`config.mk`:
```
export PLATFORM = sky130hd
export DESIGN_NAME = power_state_device_flat
export DESIGN_NICKNAME = d
export VERILOG_FILES = /design/src/clk_gate_pkg.sv /design/src/power_link_if.sv /design/src/thermal_clock_throttle.sv /design/src/power_state_device.sv /design/src/flat_wrapper.sv
export SDC_FILE = /design/constraint.sdc
export NUM_CORES = 1
export LEC_CHECK = 0
export BUFFER_PORTS_ARGS = -buffer_cell sky130_fd_sc_hd__buf_2
export CORE_MARGIN = 2
export CORE_UTILIZATION = 45
export DETAILED_ROUTE_END_ITERATION = 6
export GPL_TIMING_DRIVEN = 0
export PLACE_DENSITY = 0.68
export SYNTH_ARGS = -nofsm -noshare
export SYNTH_HDL_FRONTEND = slang
export SYNTH_HIERARCHICAL = 1
export SYNTH_SLANG_ARGS = --single-unit
```
`constraint.sdc`:
```
create_clock -name clk -period 2 [get_ports clk]
set_input_delay 0.4 -clock clk [delete_from_list [all_inputs] [get_ports clk]]
set_output_delay 0.4 -clock clk [all_outputs]
set_load 0.01 [all_outputs]
```
`src/clk_gate_pkg.sv`:
```
// Shared constants and types for the low-power clock gating link.
// Assumes a single 200 MHz clock shared by the device end and the chipset end.
package clk_gate_pkg;

    localparam int unsigned CLK_MHZ = 200;
    // Stop-grant entry delay after the acknowledge response, in bus clocks.
    localparam int unsigned GRANT_DELAY_CYC = 20;
    localparam logic [4:0] GRANT_DELAY = 5'(GRANT_DELAY_CYC);
    // Longest clock-off interval while throttling, in nanoseconds.
    localparam int unsigned THROTTLE_OFF_MAX_NS = 3000;
    localparam int unsigned THROTTLE_OFF_CYC = (THROTTLE_OFF_MAX_NS * CLK_MHZ) / 1000;
    // Factory duty: clocks off 40 percent of each period.
    localparam int unsigned THROTTLE_PERIOD_CYC = (THROTTLE_OFF_CYC * 100) / 40;
    localparam logic [11:0] THROTTLE_OFF = 12'(THROTTLE_OFF_CYC);
    localparam logic [11:0] THROTTLE_PERIOD = 12'(THROTTLE_PERIOD_CYC);
    localparam logic [11:0] HYST_CYCLES = 12'h3e8;
    localparam logic [1:0] RESET_MIN_CYC = 2'h3;
    // Reset pulse the chipset drives, in clocks after the first low cycle.
    localparam logic [3:0] RESET_HOLD = 4'h8;
    localparam logic [3:0] RATIO_RESET = 4'h8;
    localparam logic [3:0] SLEEP_EXIT_GAP = 4'h2;

    typedef enum logic [4:0] {
        ST_NORMAL = 5'h01,
        ST_HALT = 5'h02,
        ST_GRANT = 5'h04,
        ST_SNOOP = 5'h08,
        ST_SLEEP = 5'h10
    } power_state_type;

endpackage : clk_gate_pkg

```
`src/power_link_if.sv`:
```
// Chipset-to-device low-power link: sleep, stop-clock, reset, snoop and interrupt.
// Assumes both ends run on the same clock; active-low pins carry _n.
`timescale 1ns/1ps
`default_nettype none
interface power_link_if;
    logic sleep_request_n;
    logic stop_clock_request_n;
    logic reset_n;
    logic snoop_req;
    logic snoop_done;
    logic irq;
    logic grant_ack;
    logic [3:0] ratio_cfg;

    modport device (
        input sleep_request_n, stop_clock_request_n, reset_n, snoop_req, irq, ratio_cfg,
        output snoop_done, grant_ack
    );
    modport chipset (
        output sleep_request_n, stop_clock_request_n, reset_n, snoop_req, irq, ratio_cfg,
        input snoop_done, grant_ack
    );
endinterface : power_link_if
`default_nettype wire

```
`src/thermal_clock_throttle.sv`:
```
// Thermal clock modulation with fixed duty and hysteresis.
// Assumes over_temp comes from an on-die sensor on the same clock.
`timescale 1ns/1ps
`default_nettype none
module thermal_clock_throttle
    import clk_gate_pkg::*;
(
    input wire logic clk,
    input wire logic rst,
    input wire logic over_temp,
    output logic throttle_active,
    output logic clock_off
);
    typedef struct packed {
        logic active;
        logic off;
        logic [11:0] phase;
        logic [11:0] hyst;
    } state_type;

    state_type s_q, s_d;

    // The trip point is the sensor's own; nothing here lets software move it.
    always_comb begin
        s_d = s_q;
        if (over_temp) begin
            s_d.active = 1'b1;
            s_d.hyst = HYST_CYCLES;
        end else if (s_q.active) begin
            if (s_q.hyst == 12'h000) begin
                s_d.active = 1'b0;
            end else begin
                s_d.hyst = s_q.hyst - 12'h001;
            end
        end
        if (s_d.active) begin
            // Off for the first part of each period; duty is a constant.
            s_d.phase = (s_q.phase >= THROTTLE_PERIOD - 12'h001) ? 12'h000
                : s_q.phase + 12'h001;
            s_d.off = s_d.phase < THROTTLE_OFF;
        end else begin
            s_d.phase = 12'h000;
            s_d.off = 1'b0;
        end
    end

    always_ff @(posedge clk) begin
        if (rst) begin
            s_q <= '0;
        end else begin
            s_q <= s_d;
        end
    end

    assign throttle_active = s_q.active;
    assign clock_off = s_q.off;
endmodule : thermal_clock_throttle
`default_nettype wire

```
`src/power_state_device.sv`:
```
// Device end: power state machine, clock gating, snoop and interrupt handling.
// Assumes the chipset drives the link pins on the same clock; all but ratio_cfg still pass two-stage synchronisers.
`timescale 1ns/1ps
`default_nettype none
module power_state_device
    import clk_gate_pkg::*;
(
    input wire logic clk,
    input wire logic rst,
    power_link_if.device link,
    input wire logic halt_exec,
    input wire logic wake_event,
    input wire logic over_temp,
    input wire logic msr_ratio_we,
    input wire logic [3:0] msr_ratio_data,
    output logic core_clk_en,
    output logic pll_run,
    output logic context_hold,
    output logic irq_pending,
    input wire logic irq_taken,
    output logic [3:0] bus_ratio,
    output power_state_type power_state,
    output logic throttle_active
);
    typedef struct packed {
        power_state_type st;
        power_state_type snoop_ret;
        logic [1:0] slp_sync;
        logic [1:0] stp_sync;
        logic [1:0] rst_sync;
        logic [1:0] snp_sync;
        logic [1:0] irq_sync;
        logic [4:0] grant_cnt;
        logic ack_q;
        logic [1:0] rst_cnt;
        logic warm_done;
        logic irq_pend;
        logic snoop_done;
        logic [3:0] ratio_pend;
        logic [3:0] ratio;
    } state_type;

    state_type s_q, s_d;
    logic clock_off;
    logic slp, stp, rst_pin, snp, irq_in;

    thermal_clock_throttle u_throttle (
        .clk(clk),
        .rst(rst),
        .over_temp(over_temp),
        .throttle_active(throttle_active),
        .clock_off(clock_off)
    );

    assign slp = ~s_q.slp_sync[1];
    assign stp = ~s_q.stp_sync[1];
    assign rst_pin = ~s_q.rst_sync[1];
    assign snp = s_q.snp_sync[1];
    assign irq_in = s_q.irq_sync[1];

    always_comb begin
        s_d = s_q;
        s_d.slp_sync = {s_q.slp_sync[0], link.sleep_request_n};
        s_d.stp_sync = {s_q.stp_sync[0], link.stop_clock_request_n};
        s_d.rst_sync = {s_q.rst_sync[0], link.reset_n};
        s_d.snp_sync = {s_q.snp_sync[0], link.snoop_req};
        s_d.irq_sync = {s_q.irq_sync[0], link.irq};
        s_d.snoop_done = 1'b0;
        s_d.warm_done = 1'b0;
        if (irq_taken) begin
            s_d.irq_pend = 1'b0;
        end
        // Latched in every state but sleep, throttled or not; set wins over take.
        if (irq_in && s_q.st != ST_SLEEP) begin
            s_d.irq_pend = 1'b1;
        end
        // Straps are staged while reset is held and an MSR write stages one too;
        // the live ratio itself only moves at the end of a warm reset.
        if (rst_pin) begin
            s_d.ratio_pend = link.ratio_cfg;
        end
        if (msr_ratio_we) begin
            s_d.ratio_pend = msr_ratio_data;
        end
        if (rst_pin) begin
            if (s_q.rst_cnt != RESET_MIN_CYC) begin
                s_d.rst_cnt = s_q.rst_cnt + 2'h1;
            end
        end else begin
            s_d.rst_cnt = 2'h0;
            // Ratio only takes effect at the end of a warm reset.
            if (s_q.rst_cnt == RESET_MIN_CYC) begin
                s_d.ratio = s_q.ratio_pend;
                s_d.warm_done = 1'b1;
            end
        end
        case (s_q.st)
            ST_NORMAL: begin
                s_d.ack_q = 1'b0;
                if (stp) begin
                    s_d.grant_cnt = s_q.grant_cnt + 5'h01;
                    if (s_q.grant_cnt == GRANT_DELAY) begin
                        s_d.st = ST_GRANT;
                        s_d.grant_cnt = 5'h00;
                    end
                    s_d.ack_q = 1'b1;
                end else if (halt_exec) begin
                    s_d.st = ST_HALT;
                    s_d.grant_cnt = 5'h00;
                end else begin
                    s_d.grant_cnt = 5'h00;
                end
            end
            ST_HALT: begin
                // Sleep requests are not looked at here.
                if (snp) begin
                    s_d.st = ST_SNOOP;
                    s_d.snoop_ret = ST_HALT;
                    s_d.snoop_done = 1'b1;
                end else if (wake_event || irq_in) begin
                    s_d.st = ST_NORMAL;
                end else if (stp) begin
                    s_d.st = ST_NORMAL;
                end
            end
            ST_GRANT: begin
                s_d.ack_q = 1'b0;
                if (slp) begin
                    s_d.st = ST_SLEEP;
                end else if (snp) begin
                    s_d.st = ST_SNOOP;
                    s_d.snoop_ret = ST_GRANT;
                    s_d.snoop_done = 1'b1;
                end else if (!stp) begin
                    s_d.st = ST_NORMAL;
                end
            end
            ST_SNOOP: begin
                // The answer left on entry, since the chipset holds the request until it
                // sees it; waiting for the request to fall keeps one snoop from counting twice.
                if (!snp) begin
                    s_d.st = s_q.snoop_ret;
                end
            end
            ST_SLEEP: begin
                // Only the sleep pin and reset are watched; snoops are dropped.
                // The chipset drops sleep together with reset, so reset must hold the state here.
                if (!slp && !rst_pin) begin
                    s_d.st = ST_GRANT;
                end
            end
            default: begin
                s_d.st = ST_NORMAL;
            end
        endcase
        // A reset held long enough leaves sleep directly, skipping stop-grant.
        if (s_q.rst_cnt == RESET_MIN_CYC) begin
            s_d.st = ST_NORMAL;
            s_d.grant_cnt = 5'h00;
            s_d.ack_q = 1'b0;
        end
    end

    always_ff @(posedge clk) begin
        if (rst) begin
            s_q <= '{st: ST_NORMAL, snoop_ret: ST_GRANT, slp_sync: 2'h3, stp_sync: 2'h3,
                     rst_sync: 2'h3, snp_sync: 2'h0, irq_sync: 2'h0, grant_cnt: 5'h00,
                     ack_q: 1'b0, rst_cnt: 2'h0, warm_done: 1'b0, irq_pend: 1'b0,
                     snoop_done: 1'b0, ratio_pend: RATIO_RESET, ratio: RATIO_RESET};
        end else begin
            s_q <= s_d;
        end
    end

    // Gating follows the state; the PLL never drops and context is held in every state but normal.
    assign core_clk_en = (s_q.st == ST_NORMAL) && !clock_off;
    assign pll_run = 1'b1;
    assign context_hold = (s_q.st != ST_NORMAL);
    assign irq_pending = s_q.irq_pend;
    assign bus_ratio = s_q.ratio;
    assign power_state = s_q.st;
    assign link.snoop_done = s_q.snoop_done;
    assign link.grant_ack = s_q.ack_q;
endmodule : power_state_device
`default_nettype wire

```
`src/flat_wrapper.sv`:
```
// flat-port wrapper written by rule: the top's interface ports become plain ports
module power_state_device_flat import clk_gate_pkg::*;
  (clk, rst, halt_exec, wake_event, over_temp, msr_ratio_we, msr_ratio_data, core_clk_en, pll_run, context_hold, irq_pending, irq_taken, bus_ratio, power_state, throttle_active, link_sleep_request_n, link_stop_clock_request_n, link_reset_n, link_snoop_req, link_irq, link_ratio_cfg, link_snoop_done, link_grant_ack);
  power_link_if link_i ();
  input wire logic clk;
  input wire logic rst;
  input wire logic halt_exec;
  input wire logic wake_event;
  input wire logic over_temp;
  input wire logic msr_ratio_we;
  input wire logic [3:0] msr_ratio_data;
  output logic core_clk_en;
  output logic pll_run;
  output logic context_hold;
  output logic irq_pending;
  input wire logic irq_taken;
  output logic [3:0] bus_ratio;
  output power_state_type power_state;
  output logic throttle_active;
  input wire logic [$bits(link_i.sleep_request_n)-1:0] link_sleep_request_n;
  input wire logic [$bits(link_i.stop_clock_request_n)-1:0] link_stop_clock_request_n;
  input wire logic [$bits(link_i.reset_n)-1:0] link_reset_n;
  input wire logic [$bits(link_i.snoop_req)-1:0] link_snoop_req;
  input wire logic [$bits(link_i.irq)-1:0] link_irq;
  input wire logic [$bits(link_i.ratio_cfg)-1:0] link_ratio_cfg;
  output wire logic [$bits(link_i.snoop_done)-1:0] link_snoop_done;
  output wire logic [$bits(link_i.grant_ack)-1:0] link_grant_ack;
  assign link_i.sleep_request_n = link_sleep_request_n;
  assign link_i.stop_clock_request_n = link_stop_clock_request_n;
  assign link_i.reset_n = link_reset_n;
  assign link_i.snoop_req = link_snoop_req;
  assign link_i.irq = link_irq;
  assign link_i.ratio_cfg = link_ratio_cfg;
  assign link_snoop_done = link_i.snoop_done;
  assign link_grant_ack = link_i.grant_ack;
  power_state_device u_core (.clk(clk), .rst(rst), .link(link_i), .halt_exec(halt_exec), .wake_event(wake_event), .over_temp(over_temp), .msr_ratio_we(msr_ratio_we), .msr_ratio_data(msr_ratio_data), .core_clk_en(core_clk_en), .pll_run(pll_run), .context_hold(context_hold), .irq_pending(irq_pending), .irq_taken(irq_taken), .bus_ratio(bus_ratio), .power_state(power_state), .throttle_active(throttle_active));
endmodule
```
**Word-level counts from Yosys, hierarchy flattened**

Index checks and enable logic that the tools add are counted.

- $add $sub $neg: 4
- Div/mod/pow operators: 0
- Bitwise gates (word level): 2
- Order comparisons: 2
- Shift operators: 0
- Multiplexer cells: 34
- Multipliers: 0
- Reduce and logical (&&, ||, !) cells: 19
- Eq/ne operators: 21

Operators with widths:

| cell | number |
|---|---|
| 2-to-1 mux 5 bit | 16 |
| 2-to-1 mux 10 bit | 3 |
| case mux 5 bit (5 select lines) | 1 |
| adder 12 x 1 -> 12 bit (second input constant) | 1 |
| >= comparator 12 x 11 -> 1 bit (second input constant) | 1 |
| zero test 12 bit | 1 |
| less-than comparator 12 x 10 -> 1 bit (second input constant) | 1 |
| 2-to-1 mux 12 bit | 1 |
| subtractor 12 x 1 -> 12 bit (second input constant) | 1 |
| == test 5 bit (second input constant) | 2 |
| case mux 5 bit (2 select lines) | 1 |
| 2-to-1 mux 1 bit | 8 |
| 2-to-1 mux 4 bit | 2 |
| inequality test 2 x 1 -> 1 bit (second input constant) | 4 |
| inequality test 2 bit (second input constant) | 4 |
| inequality test 4 bit (second input constant) | 2 |
| nonzero test 2 bit | 4 |
| OR reduction 2 bit | 4 |
| AND reduction 2 bit | 3 |
| AND reduction 6 bit | 1 |
| adder 5 x 1 -> 5 bit (second input constant) | 1 |
| == test 5 x 1 -> 1 bit (second input constant) | 1 |
| == test 5 x 2 -> 1 bit (second input constant) | 1 |
| == test 5 x 3 -> 1 bit (second input constant) | 1 |
| 13 further kinds | 17 |

- Memory bits (read-only): 0
- RAM bits: 0
- Memories: 0
- Input port bits: 20
- Output and inout bits: 16
- Register bits after elaboration: 64
- Bits in latches: 0

**Logic depth before layout (Yosys ltp)**

- Depth after elaboration: 6
- Depth in mapped cells: 7
- Mapped depth without buffers: 7

**By module**

Netlist, hierarchy kept.

By module, submodules not included:

| module | cells an instance | instances | area each (um^2) |
|---|---|---|---|
| power_state_device | 179 | 1 | 1586.5 |
| thermal_clock_throttle | 147 | 1 | 1312.5 |

**Worst setup path after synthesis**

OpenSTA, ideal clock, no wires.

- Kind: flip-flop to flip-flop
- Start: register u_core/u_throttle/s_q[12] (netlist name)
- End: register u_core.u_throttle.s_q (netlist bit u_core/u_throttle/clock_off)
- Required time: 1.881 ns
- Buffers on the path: 1
- Data arrival time: 1.693 ns
- Cell stages (with the launch flop): 8
- Path slack: 0.188 ns
- Cell sequence: dfxtp_1 ha_1 buf_2 o211ai_1 a21oi_1 or3_1 a21o_1 o221a_1

- Cells in the longest elaborated chain, start to end: 3

Ends and longest elaborated chain:

| item | line | source |
|---|---|---|
| start, declared | thermal_clock_throttle.sv:21 | `state_type s_q, s_d;` |
| start signal, assigned | thermal_clock_throttle.sv:49 | `s_q <= '0;` |
| start signal, assigned | thermal_clock_throttle.sv:51 | `s_q <= s_d;` |
| adder 12 x 1 -> 12 bit / >= comparator 12 x 11 -> 1 bit (equally long branches) | thermal_clock_throttle.sv:39, thermal_clock_throttle.sv:38 |  |
| 2-to-1 mux 12 bit * | thermal_clock_throttle.sv:38 | `s_d.phase = (s_q.phase >= THROTTLE_PERIOD - 12'h001) ? 12'h000` |
| less-than comparator 12 x 10 -> 1 bit * | thermal_clock_throttle.sv:40 | `s_d.off = s_d.phase < THROTTLE_OFF;` |

Mark *: on every way between the ends. The rest lies on a longest branch, timed or not.
A chain may end at the register's enable or synchronous reset.

**Worst setup path after layout**

- Start: register u_core.s_q (netlist bit u_core/power_state[4])
- End: output core_clk_en

- Cells in the longest elaborated chain, start to end: 2

Ends and longest elaborated chain:

| item | line | source |
|---|---|---|
| start, declared | power_state_device.sv:43 | `state_type s_q, s_d;` |
| start signal, assigned | power_state_device.sv:166 | `s_q <= '{st: ST_NORMAL, snoop_ret: ST_GRANT, slp_sync: 2'h3, stp_sync: 2'h3,` |
| == test 5 x 1 -> 1 bit | power_state_device.sv:176 | `assign core_clk_en = (s_q.st == ST_NORMAL) && !clock_off;` |
| logical AND 1 bit | power_state_device.sv:176 |  |
| end, declared | flat_wrapper.sv:12 | `output logic core_clk_en;` |

No other way between the ends.

==> flow_summary.yaml <==
status:
  status: "complete, no violations"
cells_and_area:
  post-route-util_pct: 54.3
  design_area_mm2: 0.00341
  insertedDiodeCount: 0
  nets: 396
  seqCellArea_mm2: 0.00123
  fillCellCount: 603
  syn2layout_area_growth_pct: 17.6
  multi_input_area_mm2: 0.00152
  drive_gt1_share_pct: 26.4
die:
  io_pins: 36
  rows: 29
  die_area_mm2: 0.00710
  core_area_mm2: 0.00628
  dieHeight_um: 84.3
  die_x_um: 84.3
  initial_core_util_pct: 46.2
setup_path:
  path_class: "flop to output pin"
  cp-end-kind: "output pin"
  cp_data_arrival_time_ns: 1.51
  required_ns: 1.60
  cp_max_fo: 10
  startpoint_type: "flop"
grt:
  antenna_found_initial: 0
  grt_pass1_wl_um: 9800
  grt_pass1_vias: 2210
  grt_max_degree: 16
  track_usage_pct: 17.0
  globalRouteOverflowTotal: 0
detailed_routing:
  avgRoutedWirePerCell_um: 12.5
  drc: 0
  drtAntennaViolNets: 0
  routed_wl_um: 5670
  dr.pass1.iters: 4
  drtIter0Drc: 142
  dr_total_vias: 2366
  viasPerCell: 5.23
synth:
  synthesis.area_mm2: 0.00290
  ys_types: 67
  yosysWarnings: 6
  synth_top_area_share_pct: 42.1
  ys_top_cells_by_area: "dfxtp_1, a21oi_1, nor2_1"
  ys_seq_area_share_pct: 42.1
  synth_fp_nets: 351
  syn_area_per_cell_um2: 8.89
  synth_commonest_cells: "dfxtp_1, nor2_1, a21oi_1, nand2_1, inv_1"
  ys_seq_elements: 61
  post-synth-top-area-cell: "dfxtp_1"
  syn_inst: 326
  ys_async_sr_fraction_pct: 0
  synth-edff-count: 0
  synth_ff_type: "dfxtp_1"
  yosys.cell_count.top_type: "dfxtp_1"
sta:
  hold_viol: 0
  period_share_pct: 95.3
  rsz0062_at_grt: "false"
  setup-violations-final: 0
  skew_ns: 0.00373
  tightest_slew_ns: 0.592
  finalSetupTns_ns: 0
  slew_violations: 0
  slew_headroom_pct: 60.2
  max_freq_mhz: 525
  period_minus_slack_ns: 1.91
  fin_ws_ns: 0.0938
cts:
  clock_latency_ns: 0.33
  cts.sink_count: 61
  cts_hold_buffers: 0
  htree_num_levels: 3
  cts_buffer_depth: 2
  cts-buffers-inserted: 9
  cts_tree: "done"
  path_clk_slew_ns: 0.06
  root_buffer: "clkbuf_8"
placed_design:
  pre_cts_ws_ns: 0.0448
  portBuffers: 33
  hpwlAfterDp_um: 4120
  placed_area_mm2: 0.00316
  place_congestion: 0.840
power_and_ir_drop:
  vdd_ir_drop_max_uv: 613
  powerDensity_mw_per_mm2: 878
  power.share.switching_pct: 28.7
  p_leak_nw: 1.40
  p_sw_w: 0.000859
  seqPwrFrac_pct: 45.7
  p_comb_share_pct: 21.3
  p_int_w: 0.00214
  total_power_w: 0.00299
  pwr-share-clk_pct: 33.0
min_path:
  min_path_type: "primary input to flop"
run:
  drv_cap: 0
## per-stage QoR
| stage | instances | hold slack, ns |
|---|---|---|
| after detailed placement | 436 | 0.397 |
| after global routing | 452 | 0.244 |
| after floorplan | 326 | 0.389 |
| after CTS | 452 | 0.242 |
| final | 452 | 0.254 |
| after global placement | 436 | 0.392 |
## cells by family (layout without fill, tap and decap cells)
family | Yosys count | after routing | share of synthesized area, %
xor gates and xnor gates | 16 | 16 | 4.83
buffers and inverters | 38 | 87 | 6.99
adders and majority gates | 5 | 5 | 2.16
other | 2 | 2 | 0.259
AOI/OAI and AO/OA | 64 | 64 | 15.0
DFF | 61 | 61 | 42.1
and+or+nand+nor | 133 | 133 | 26.2
muxes | 7 | 7 | 2.46
## sequential cells by signal (all words and copies together) (netlist names)
name and count:
u_core/u_throttle/throttle_active 1, u_core/link.grant_ack 1, u_core/u_throttle/clock_off 1, u_core/s_q 17, u_core/irq_in 1, u_core/link.snoop_done 1, u_core/u_throttle/s_q 24, u_core/s_d 5
u_core/irq_pending 1, u_core/bus_ratio 4, u_core/power_state 5
## final timing paths
kind,startpoint,endpoint,slack [ns],cells past startpoint
worst max-delay path,u_core/power_state[4],core_clk_en,0.09,6
worst min register to register,u_core/s_d[26],u_core/s_q[26],0.41,1
worst max register to register,u_core/u_throttle/s_q[12],u_core/u_throttle/clock_off,0.11,6
worst min-delay path,link_reset_n,u_core/s_d[24],0.25,2
## area by class of cell
| class | instances | area share (%) |
|---|---|---|
| Sequential cell | 61 | 36.1 |
| Tap cell | 77 | 2.83 |
| Timing Repair Buffer | 35 | 5.28 |
| Multi-Input combinational cell | 227 | 44.6 |
| Clock buffer | 14 | 5.06 |
| Buffer | 23 | 4.44 |
| Inverter | 14 | 1.54 |
| Clock inverter | 1 | 0.147 |
## per-layer routing
metal	track usage, %	vias to the layer above	wire, µm
met5	0	-	0
met4	9.24	0	112
met1	20.9	1089	2660
met3	5.21	10	225
li1	-	1224	-
met2	26.6	43	2670
## layout by cell type, fill, tap and decap left out, drive strengths merged, types with 6 or more instances in the layout
| master | instances |
|---|---|
| nor2b | 10 |
| nor2 | 36 |
| nand2 | 18 |
| clkbuf | 19 |
| or2 | 8 |
| and3 | 7 |
| nor3 | 8 |
| xor2 | 11 |
| buf | 53 |
| nand3 | 14 |
| mux2i | 6 |
| a21oi | 27 |
| inv | 14 |
| nand4 | 6 |
| dfxtp | 61 |
| o21ai | 7 |
## power groups by stage
| stage | clock (W) | combinational, W | sequential [W] |
|---|---|---|---|
| 2_1_floorplan | 0 | 0.000406 | 0.00138 |
| 3_3_place_gp | 0 | 0.000556 | 0.00139 |
| 3_5_place_dp | 0 | 0.000563 | 0.00139 |
| 5_1_grt | 0.00106 | 0.000708 | 0.00138 |
| 6_report | 0.000987 | 0.000638 | 0.00137 |
| 4_1_cts | 0.00102 | 0.000606 | 0.00137 |
## worst max-delay path, cell delays in order (launching register included)
cell and delay [ns]:
dfxtp_4 0.37, nor3_4 0.19, and2_4 0.16, inv_1 0.08, buf_6 0.15, nor2_2 0.09, buf_2 0.13
## timing repair
| action | CTS | global route |
|---|---|---|
| resized for setup | 10 | 8 |
| endpoints found under the setup margin | 2 | 12 |
| pin swaps | 2 | 2 |
| setup buffers | 1 | 1 |
(Power assumes the default switching activity.)
